**src/accd_pkg.sv**
```systemverilog
// Purpose: Constants and types for the acquisition chain control and downsample rate registers.
// Assumes: 16-bit core data path, byte addresses within the chain register page.
// Notes:
// Operation
// - Upper control byte masks writes to the matching lower bit; zero keeps it.
// - Bit 7 set shorts current and voltage converter inputs for offset measurement.
// - Bit 6 enables temperature supply frequency compensation, allowing a pin capacitor.
// - Bit 5 selects temperature converter standard gain, default one, test only.
// - Bit 4 selects voltage converter standard gain, default one, test only.
// - Bit 3 selects current converter standard gain, default one, test only.
// - Bit 2 adds about 100 ns input delay on temperature channel.
// - Bit 1 adds about 100 ns input delay on voltage channel.
// - Bit 0 adds about 100 ns input delay on current channel.
// - Rate field sets combined ratio; first sinc3 stage fixed at eight.
// - Codes 001, 010, 011 give ratios 64, 128, 256.
// - Code 101 gives ratio 1024, a 500 Hz output rate.
// - Codes 000, 100, 110, 111 give ratio 512; 100 is reset.
// - Offsets decode from base 0x0200 blocking and 0x0300 non-blocking.
package accd_pkg;
  localparam logic [15:0] ACCD_BASE_BLOCK   = 16'h0200;
  localparam logic [15:0] ACCD_BASE_NONBLK  = 16'h0300;
  localparam logic [7:0]  ACCD_OFS_CTRL0    = 8'h5E;
  localparam logic [7:0]  ACCD_OFS_RATE     = 8'h60;
  localparam logic [7:0]  ACCD_CTRL0_RESET  = 8'h38;
  localparam logic [2:0]  ACCD_RATE_RESET   = 3'h4;
  localparam int          ACCD_STAGE1_RATIO = 8;
  localparam int          ACCD_CLK_NS       = 100;
  localparam int          ACCD_IN_DELAY_NS  = 100;
  localparam int          ACCD_IN_DELAY_CYC =
    (ACCD_IN_DELAY_NS + ACCD_CLK_NS - 1) / ACCD_CLK_NS;
  localparam int          ACCD_POS_SHORT    = 7;
  localparam int          ACCD_POS_EXT_CAPACITOR_SEL     = 6;
  localparam int          ACCD_POS_TGAIN    = 5;
  localparam int          ACCD_POS_VGAIN    = 4;
  localparam int          ACCD_POS_CGAIN    = 3;
  localparam int          ACCD_POS_TDLY     = 2;
  localparam int          ACCD_POS_VDLY     = 1;
  localparam int          ACCD_POS_CDLY     = 0;

  typedef struct packed {
    logic        input_short;
    logic        ext_capacitor_sel;
    logic        temp_conv_gain_std;
    logic        volt_conv_gain_std;
    logic        curr_conv_gain_std;
    logic        temp_input_delay_on;
    logic        volt_input_delay_on;
    logic        curr_input_delay_on;
  } accd_ctrl_t;

  typedef struct packed {
    logic        sel;
    logic        wr;
    logic [1:0]  be;
    logic [15:0] addr;
    logic [15:0] wdata;
  } accd_bus_t;

  typedef struct packed {
    logic [10:0] total_ratio;
    logic [7:0]  stage2_ratio;
  } accd_ratio_t;
endpackage : accd_pkg

```
**src/accd_delay.sv**
```systemverilog
// Purpose: Optional fixed delay of one sigma-delta input bit stream.
// Assumes: Stream sampled on the core clock.
// Notes: Selection taken combinationally, so a change applies at once.
`timescale 1ns/100ps
`default_nettype none
module accd_delay
  import accd_pkg::*;
#(
  parameter int DEPTH = ACCD_IN_DELAY_CYC
) (
  input  wire logic i_core_clk,
  input  wire logic i_rst_n,
  input  wire logic i_en,
  input  wire logic i_bit,
  output logic      o_bit
);
  logic [DEPTH-1:0] pipe;

  always_ff @(posedge i_core_clk) begin
    if (!i_rst_n) begin
      pipe <= '0;
    end else begin
      // Oldest bit drops off the top; the cast keeps the shift legal for DEPTH of one
      pipe <= DEPTH'({pipe, i_bit});
    end
  end

  assign o_bit = i_en ? pipe[DEPTH-1] : i_bit;
endmodule // accd_delay
`default_nettype wire

```
**src/accd_regs.sv**
```systemverilog
// Purpose: Chain control and downsample rate registers with their decoded controls.
// Assumes: Core bus with select, write and two byte enables, 16-bit data.
// Notes: A control write missing either byte is ignored; the mask must travel with the value.
`timescale 1ns/100ps
`default_nettype none
module accd_regs
  import accd_pkg::*;
(
  input  wire logic              i_core_clk,
  input  wire logic              i_rst_n,
  input  wire accd_pkg::accd_bus_t i_bus,
  output logic [15:0]            o_rdata,
  output logic                   o_hit,
  output accd_pkg::accd_ctrl_t   o_ctrl,
  output logic [2:0]             o_downsample_ratio_sel,
  output accd_pkg::accd_ratio_t  o_ratio,
  input  wire logic [2:0]        i_sd_bits,
  output logic [2:0]             o_sd_bits
);
  import accd_pkg::*;

  logic [7:0]  chain_control_zero;
  logic [2:0]  downsample_ratio_sel;
  logic [7:0]  next_ctrl;
  logic [15:0] next_rdata;
  logic [7:0]  page_ofs;
  logic        in_page;
  logic        hit_ctrl;
  logic        hit_rate;
  logic        wr_ctrl;
  logic        wr_rate;

  function automatic logic [7:0] accd_stage2(input logic [2:0] code);
    unique case (code)
      3'h1:    accd_stage2 = 8'h08;
      3'h2:    accd_stage2 = 8'h10;
      3'h3:    accd_stage2 = 8'h20;
      3'h5:    accd_stage2 = 8'h80;
      default: accd_stage2 = 8'h40;
    endcase
  endfunction

  assign in_page  = (i_bus.addr[15:8] == ACCD_BASE_BLOCK[15:8]) ||
                    (i_bus.addr[15:8] == ACCD_BASE_NONBLK[15:8]);
  assign page_ofs = i_bus.addr[7:0];
  assign hit_ctrl = in_page && (page_ofs == ACCD_OFS_CTRL0);
  assign hit_rate = in_page && (page_ofs == ACCD_OFS_RATE);
  assign wr_ctrl  = i_bus.sel && i_bus.wr && hit_ctrl && (&i_bus.be);
  assign wr_rate  = i_bus.sel && i_bus.wr && hit_rate && i_bus.be[0];
  assign next_ctrl = (chain_control_zero & ~i_bus.wdata[15:8]) |
                     (i_bus.wdata[7:0] & i_bus.wdata[15:8]);
  assign next_rdata = hit_ctrl ? {8'h00, chain_control_zero} :
                      hit_rate ? {13'h0000, downsample_ratio_sel} : 16'h0000;
  assign o_hit = i_bus.sel && (hit_ctrl || hit_rate);

  always_ff @(posedge i_core_clk) begin
    if (!i_rst_n) begin
      chain_control_zero <= ACCD_CTRL0_RESET;
    end else if (wr_ctrl) begin
      chain_control_zero <= next_ctrl;
    end
  end

  always_ff @(posedge i_core_clk) begin
    if (!i_rst_n) begin
      downsample_ratio_sel <= ACCD_RATE_RESET;
    end else if (wr_rate) begin
      downsample_ratio_sel <= i_bus.wdata[2:0];
    end
  end

  always_ff @(posedge i_core_clk) begin
    if (!i_rst_n) begin
      o_rdata <= '0;
    end else if (i_bus.sel && !i_bus.wr) begin
      o_rdata <= next_rdata;
    end
  end

  assign o_ctrl = accd_ctrl_t'(chain_control_zero);
  assign o_downsample_ratio_sel = downsample_ratio_sel;
  assign o_ratio.stage2_ratio = accd_stage2(downsample_ratio_sel);
  assign o_ratio.total_ratio  = {accd_stage2(downsample_ratio_sel), 3'h0};

  accd_delay u_tdly (
    .i_core_clk (i_core_clk),
    .i_rst_n    (i_rst_n),
    .i_en       (chain_control_zero[ACCD_POS_TDLY]),
    .i_bit      (i_sd_bits[2]),
    .o_bit      (o_sd_bits[2])
  );
  accd_delay u_vdly (
    .i_core_clk (i_core_clk),
    .i_rst_n    (i_rst_n),
    .i_en       (chain_control_zero[ACCD_POS_VDLY]),
    .i_bit      (i_sd_bits[1]),
    .o_bit      (o_sd_bits[1])
  );
  accd_delay u_cdly (
    .i_core_clk (i_core_clk),
    .i_rst_n    (i_rst_n),
    .i_en       (chain_control_zero[ACCD_POS_CDLY]),
    .i_bit      (i_sd_bits[0]),
    .o_bit      (o_sd_bits[0])
  );
endmodule // accd_regs
`default_nettype wire

```
**config.mk**
```make
export PLATFORM = sky130hd
export DESIGN_NAME = accd_regs
export DESIGN_NICKNAME = d
export VERILOG_FILES = /design/src/accd_pkg.sv /design/src/accd_delay.sv /design/src/accd_regs.sv
export SDC_FILE = /design/constraint.sdc
export NUM_CORES = 1
export LEC_CHECK = 0
export BUFFER_PORTS_ARGS = -buffer_cell sky130_fd_sc_hd__buf_2
export CORE_ASPECT_RATIO = 1.1
export CORE_UTILIZATION = 37
export CTS_CLUSTER_DIAMETER = 60
export DETAILED_ROUTE_END_ITERATION = 16
export PLACE_DENSITY_LB_ADDON = 0.2
export SLEW_MARGIN = 40
export SYNTH_ARGS = -nofsm -noshare
export SYNTH_HDL_FRONTEND = slang
export SYNTH_SLANG_ARGS = --single-unit
```
**constraint.sdc**
```tcl
create_clock -name i_core_clk -period 2.6 [get_ports i_core_clk]
set_input_delay 0.78 -clock i_core_clk [delete_from_list [all_inputs] [get_ports i_core_clk]]
set_output_delay 0.78 -clock i_core_clk [all_outputs]
set_load 0.01 [all_outputs]
```
# Word-level counts from Yosys, hierarchy flattened
# Index checks and enable logic that the tools add are counted.
# Widths: inputs -> output; s select.
[word_totals]
wordCells = 37
out_inout_bits = 50
ff_bits = 30
inputBits = 41
[classes]
muxes = 6
n_eq_ne = 8
bitwise_logic = 4
n_reduce_logical = 13
[ops]
columns = ["operator", "n"]
rows = [
  ["$pmux 8 s4", 1],
  ["$and 8x8->8", 2],
  ["$eq 8x2->1 const B", 2],
  ["$eq 8x7->1 const B", 2],
  ["$logic_and 1x1->1", 9],
  ["$mux 8", 1],
  ["$not 8->8", 1],
  ["$or 8x8->8", 1],
  ["$eq 3x2->1 const B", 2],
  ["$eq 3x1->1 const B", 1],
  ["$eq 3x3->1 const B", 1],
  ["$mux 1", 3],
  ["$mux 3", 1],
  ["$logic_or 1x1->1", 2],
  ["$reduce_and 2->1", 1],
  ["$logic_not 1->1", 1],
]

# Depth between registers and ports, before layout
[logic_depth]
word_depth = 5
mapped_depth = 5
ltp_nobuf = 4

# Hierarchy
# A second synthesis with hierarchy kept.
[hier_totals]
cells_unflattened = 150
hier_area_um2 = 1277.5
[by_module_without_submodules]
columns = ["module", "instances", "cells_per_inst", "area_per_inst_um2", "seq_area_each_um2"]
rows = [
  ["accd_regs", 1, 141, 1153.6, 380.4],
  ["accd_delay", 3, 3, 41.3, 20.0],
]

# Least setup slack after synthesis
# Ideal clock, no wire load.
[synth_path]
path_type = "input port to output port"
startpoint = "input i_bus[30] in the netlist's numbering"
endpoint = "output o_hit"
stages = 4
path_buffers = 1
path_slack_ns = -0.111
arrival_time_ns = 1.931
t_required_ns = 1.820
cell_sequence = "or4b_4 nor3_2 buf_2 o211a_1"
[synth_via]
elab_chain_len = 5
elab_cells_between_ends = 7
cone_classes = "eq/ne (2); reduce/logical (5)"
[synth_lines]
columns = ["item", "line", "source"]
rows = [
  ["start: declaration", "accd_regs.sv:11", "input wire accd_pkg::accd_bus_t i_bus,"],
  ["$eq 8x2->1 (on tied branches)", "accd_regs.sv:43, accd_regs.sv:44", ""],
  ["$logic_or 1x1->1 (*)", "accd_regs.sv:43", "assign in_page = (i_bus.addr[15:8] == ACCD_BASE_BLOCK[15:8]) ||"],
  ["$logic_and 1x1->1 (on tied branches)", "accd_regs.sv:46, accd_regs.sv:47", ""],
  ["$logic_or 1x1->1 (*)", "accd_regs.sv:54", "assign o_hit = i_bus.sel && (hit_ctrl || hit_rate);"],
  ["$logic_and 1x1->1 (*)", "accd_regs.sv:54", ""],
  ["end: declaration", "accd_regs.sv:13", "output logic o_hit,"],
]
# Mark *: on every way between the ends. The rest lies on a longest branch, timed or not.

# Worst setup path after layout
# Same ends and word-level chain as after synthesis.

==> key figures <==
Worst hold path
  • Worst Min Path Start: o_rdata[5]
  • Type of the worst min-delay path: register to register
  • Cell count of the worst hold path: 2
  • Endpoint with the worst hold slack: o_rdata[5]

Logic synthesis
  • Combined area of all synthesized cells: 0.00131 mm²
  • Number of synthesized flops with an enable pin: 0
  • Synth Instances: 156
  • Yosys top cell area share: 0.337
  • Area fraction in compound gates after synthesis: 0.0880
  • Synthesized area divided by synthesized cell count: 8.38 µm²
  • Main combinational cell family by area after synthesis: simple AND/OR/NAND/NOR gates
  • Main area contributors after synthesis: dfxtp_1 (34%), buf_4 (16%), nand3_1 (8.0%)
  • Synthesized flop and latch total: 22
  • Simple-gate portion of the synthesized area: 0.303
  • Share of cell area taken by muxes after synthesis: 0.0871
  • Area share of xor/xnor cells in the synthesized design: 0
  • Async S/R FF share, synth: 0
  • Synth unique cells: 34
  • Post-synthesis share of cell area spent on full adders, half adders and majority gates: 0
  • Syn. warnings: 0
  • Top flip-flop cell by instance count after synthesis: dfxtp_1
  • Library cell with the largest summed area after synthesis: dfxtp_1
  • Fraction of the yosys area taken by sequential cells: 0.337

Clocking
  • Clock transition at the registers of the reported paths: 120 ps
  • Clock latency on the worst-skew pair: 300 ps
  • CTS buffer count: 3
  • Maximum buffer depth of the clock tree: 2
  • Clock tree from TritonCTS: done
  • Total of hold buffers inserted after clock tree synthesis: 0
  • H-tree levels: 1
  • Clk Tree Root Cell: clkbuf_4
  • Clock sinks: 22

Run status
  • Outcome: finished, violations left
  • Violated checks: negative setup slack

Global routing
  • Maximum number of pins on one net before global-route repair: 20
  • First-pass GRT wire length: 4710 µm
  • Number of global-route vias before repair: 1,064
  • Total global routing track utilization: 0.163
  • Initial antenna violation count: 0
  • Remaining global-route overflow: 0

Detailed routing
  • Wire length per cell after detailed routing: 11.1 µm
  • Via count: 1,249
  • Routed Wire Length: 3010 µm
  • Remaining design rule violation count: 0
  • Number of detailed-route iterations in the first pass: 4
  • DR iter-0 viols: 18
  • ANT nets after route: 0
  • Drt via density: 4.61

Floorplanning
  • Cell Rows: 22
  • Initial Utilization: 0.389
  • Die Width: 58.7 µm
  • Number of ports placed on the die boundary: 91
  • Area of the die: 0.00378 mm²
  • Vertical extent of the die: 64.3 µm
  • Std-Cell Core Area: 0.00336 mm²

Cells and area
  • Number of diodes: 0
  • Synth-to-Final Area Change: 28.1%
  • Final-stage net count: 265
  • Proportion of layout cells with a drive suffix above 1: 0.413

Flow run
  • Count of max-cap constraint violations: 0

Critical path
  • Depth of the most critical reg-to-reg path: 2
  • Worst Path Required: 1820 ps
  • Path type of the worst setup path: input pin to primary output
  • FF-to-FF End: o_downsample_ratio_sel[1]
  • Beginning of the worst register-to-register path: o_downsample_ratio_sel[1]
  • Worst setup slack for register-to-register paths: 1750 ps
  • Nature of the critical path startpoint: input pin
  • Largest fanout on the critical path: 2
  • Critical Path Sink Type: primary output
  • Data arrival time of the critical path: 1820 ps

Power and ir drop
  • Power density relative to cell area: 363 mW/mm²
  • Total power consumption of the routed design: 0.608 mW
  • Lkg Pwr: 0.841 nW
  • Worst voltage drop across the vdd grid: 0.213 mV

Timing
  • Least setup slack across all paths after layout: -3.56 ps
  • Total of endpoints with negative setup slack in the final report: 1
  • Minimum clock period: 2600 ps
  • Fin. max-slew vios: 0
  • Final period util: 1.00
  • Number of hold violations in the final report: 0
  • Final-layout worst hold slack: 458 ps
  • Worst Clk Skew: 2.73 ps
  • Max Fclk: 384 MHz
  • Final TNS setup: -3.56 ps
  • Setup repair after global routing missed its margin: yes

Placed design
  • GP Congestion: 0.702
  • Quantity of I/O buffers inserted on ports: 72
  • HPWL after detailed placement: 2360 µm
==> kinds of logic after synthesis <==
family / Yosys count
and+or+nand+nor: 68
DFF: 22
other: 1
AOI/OAI and AO/OA: 19
buffers and inverters: 35
muxes: 11
==> final cells by class <==
cell class                      count  area, µm²
Multi-Input combinational cell    115        704
Tap cell                           48       60.1
Clock buffer                        4       36.3
Sequential cell                    22        440
Timing Repair Buffer               80        427
Inverter                            2       7.51
Fill cell                         375       1680
==> Yosys cell counts (all sizes together) (2+ instances only) <==
cell,instances
buf,29
dfxtp,22
nand3,21
nand2,19
mux2i,8
a21oi,7
o21ai,7
and2,5
clkbuf,4
nor3,4
a211o,3
mux2,3
and3,2
and3b,2
nand4,2
nor3b,2
or3,2
or4b,2
==> what timing repair did <==
item	4_1_cts	5_1_grt
endpoints found under the setup margin	1	1
setup buffers	0	0
gates resized for setup	2	1
cloned	0	0
==> worst max-delay path by stage <==
stage / start / end / slack [ps] / depth (start not counted)
detailed placement: i_bus[27] / o_hit / -50 / 5
floorplan: i_bus[30] / o_hit / -30 / 4
finish: i_bus[30] / o_hit / -4 / 5
global placement: i_bus[27] / o_hit / -50 / 5
global route: i_bus[30] / o_hit / -70 / 5
CTS: i_bus[30] / o_hit / -10 / 5
==> worst max-delay path, stage by stage <==
cell and delay [ps]:
buf_6 90, or4b_4 540, nor3_4 140, o211a_1 150, buf_2 120
==> cells in the final DEF, fill, tap and decap left out, types with 2 or more instances in the layout <==
cell      netlist  final
or3_1           2      2
o21ai_0         4      4
buf_4          28      8
clkbuf_4        0      3
and3_1          2      2
nand3_1        21     21
nor3_1          3      3
a211o_1         3      3
and2_1          5      5
dfxtp_1        22     22
buf_2           1     71
nand2_1        19     19
nor3b_1         2      2
o21ai_1         3      3
nand4_1         2      2
a21oi_1         7      7
conb_1          1     17
and3b_1         2      2
mux2_2          3      3
mux2i_1         8      8
==> per-stage QoR <==
stage               area [µm²]  setup WS (ps)  utilization  std cells
finish                    1680          -3.56        0.499        271
detailed placement        1620          -54.2        0.484        267
global route              1680          -67.8        0.499        271
CTS                       1670          -9.73        0.497        271
floorplan                 1380          -33.4            -        172
global placement          1620          -49.4        0.484        267
==> where the power goes <==
part	internal, mW	leakage [nW]	switching [mW]	total [mW]
Clock	0.0854	0.0210	0.102	0.187
Sequential	0.339	0.178	0.000410	0.340
Combinational	0.0370	0.642	0.0439	0.0808
Total	0.462	0.841	0.146	0.608
==> layer usage <==
metal / track usage / routed length (µm) / part of all wire / vias to the layer above
li1: - / - / - / 642
met4: 0.0446 / 31 / 0.010 / 0
met3: 0.0445 / 267 / 0.089 / 4
met2: 0.280 / 1400 / 0.47 / 63
met5: 0 / 0 / 0 / -
met1: 0.196 / 1310 / 0.44 / 540
No activity file was read; power rests on OpenSTA's default activity.
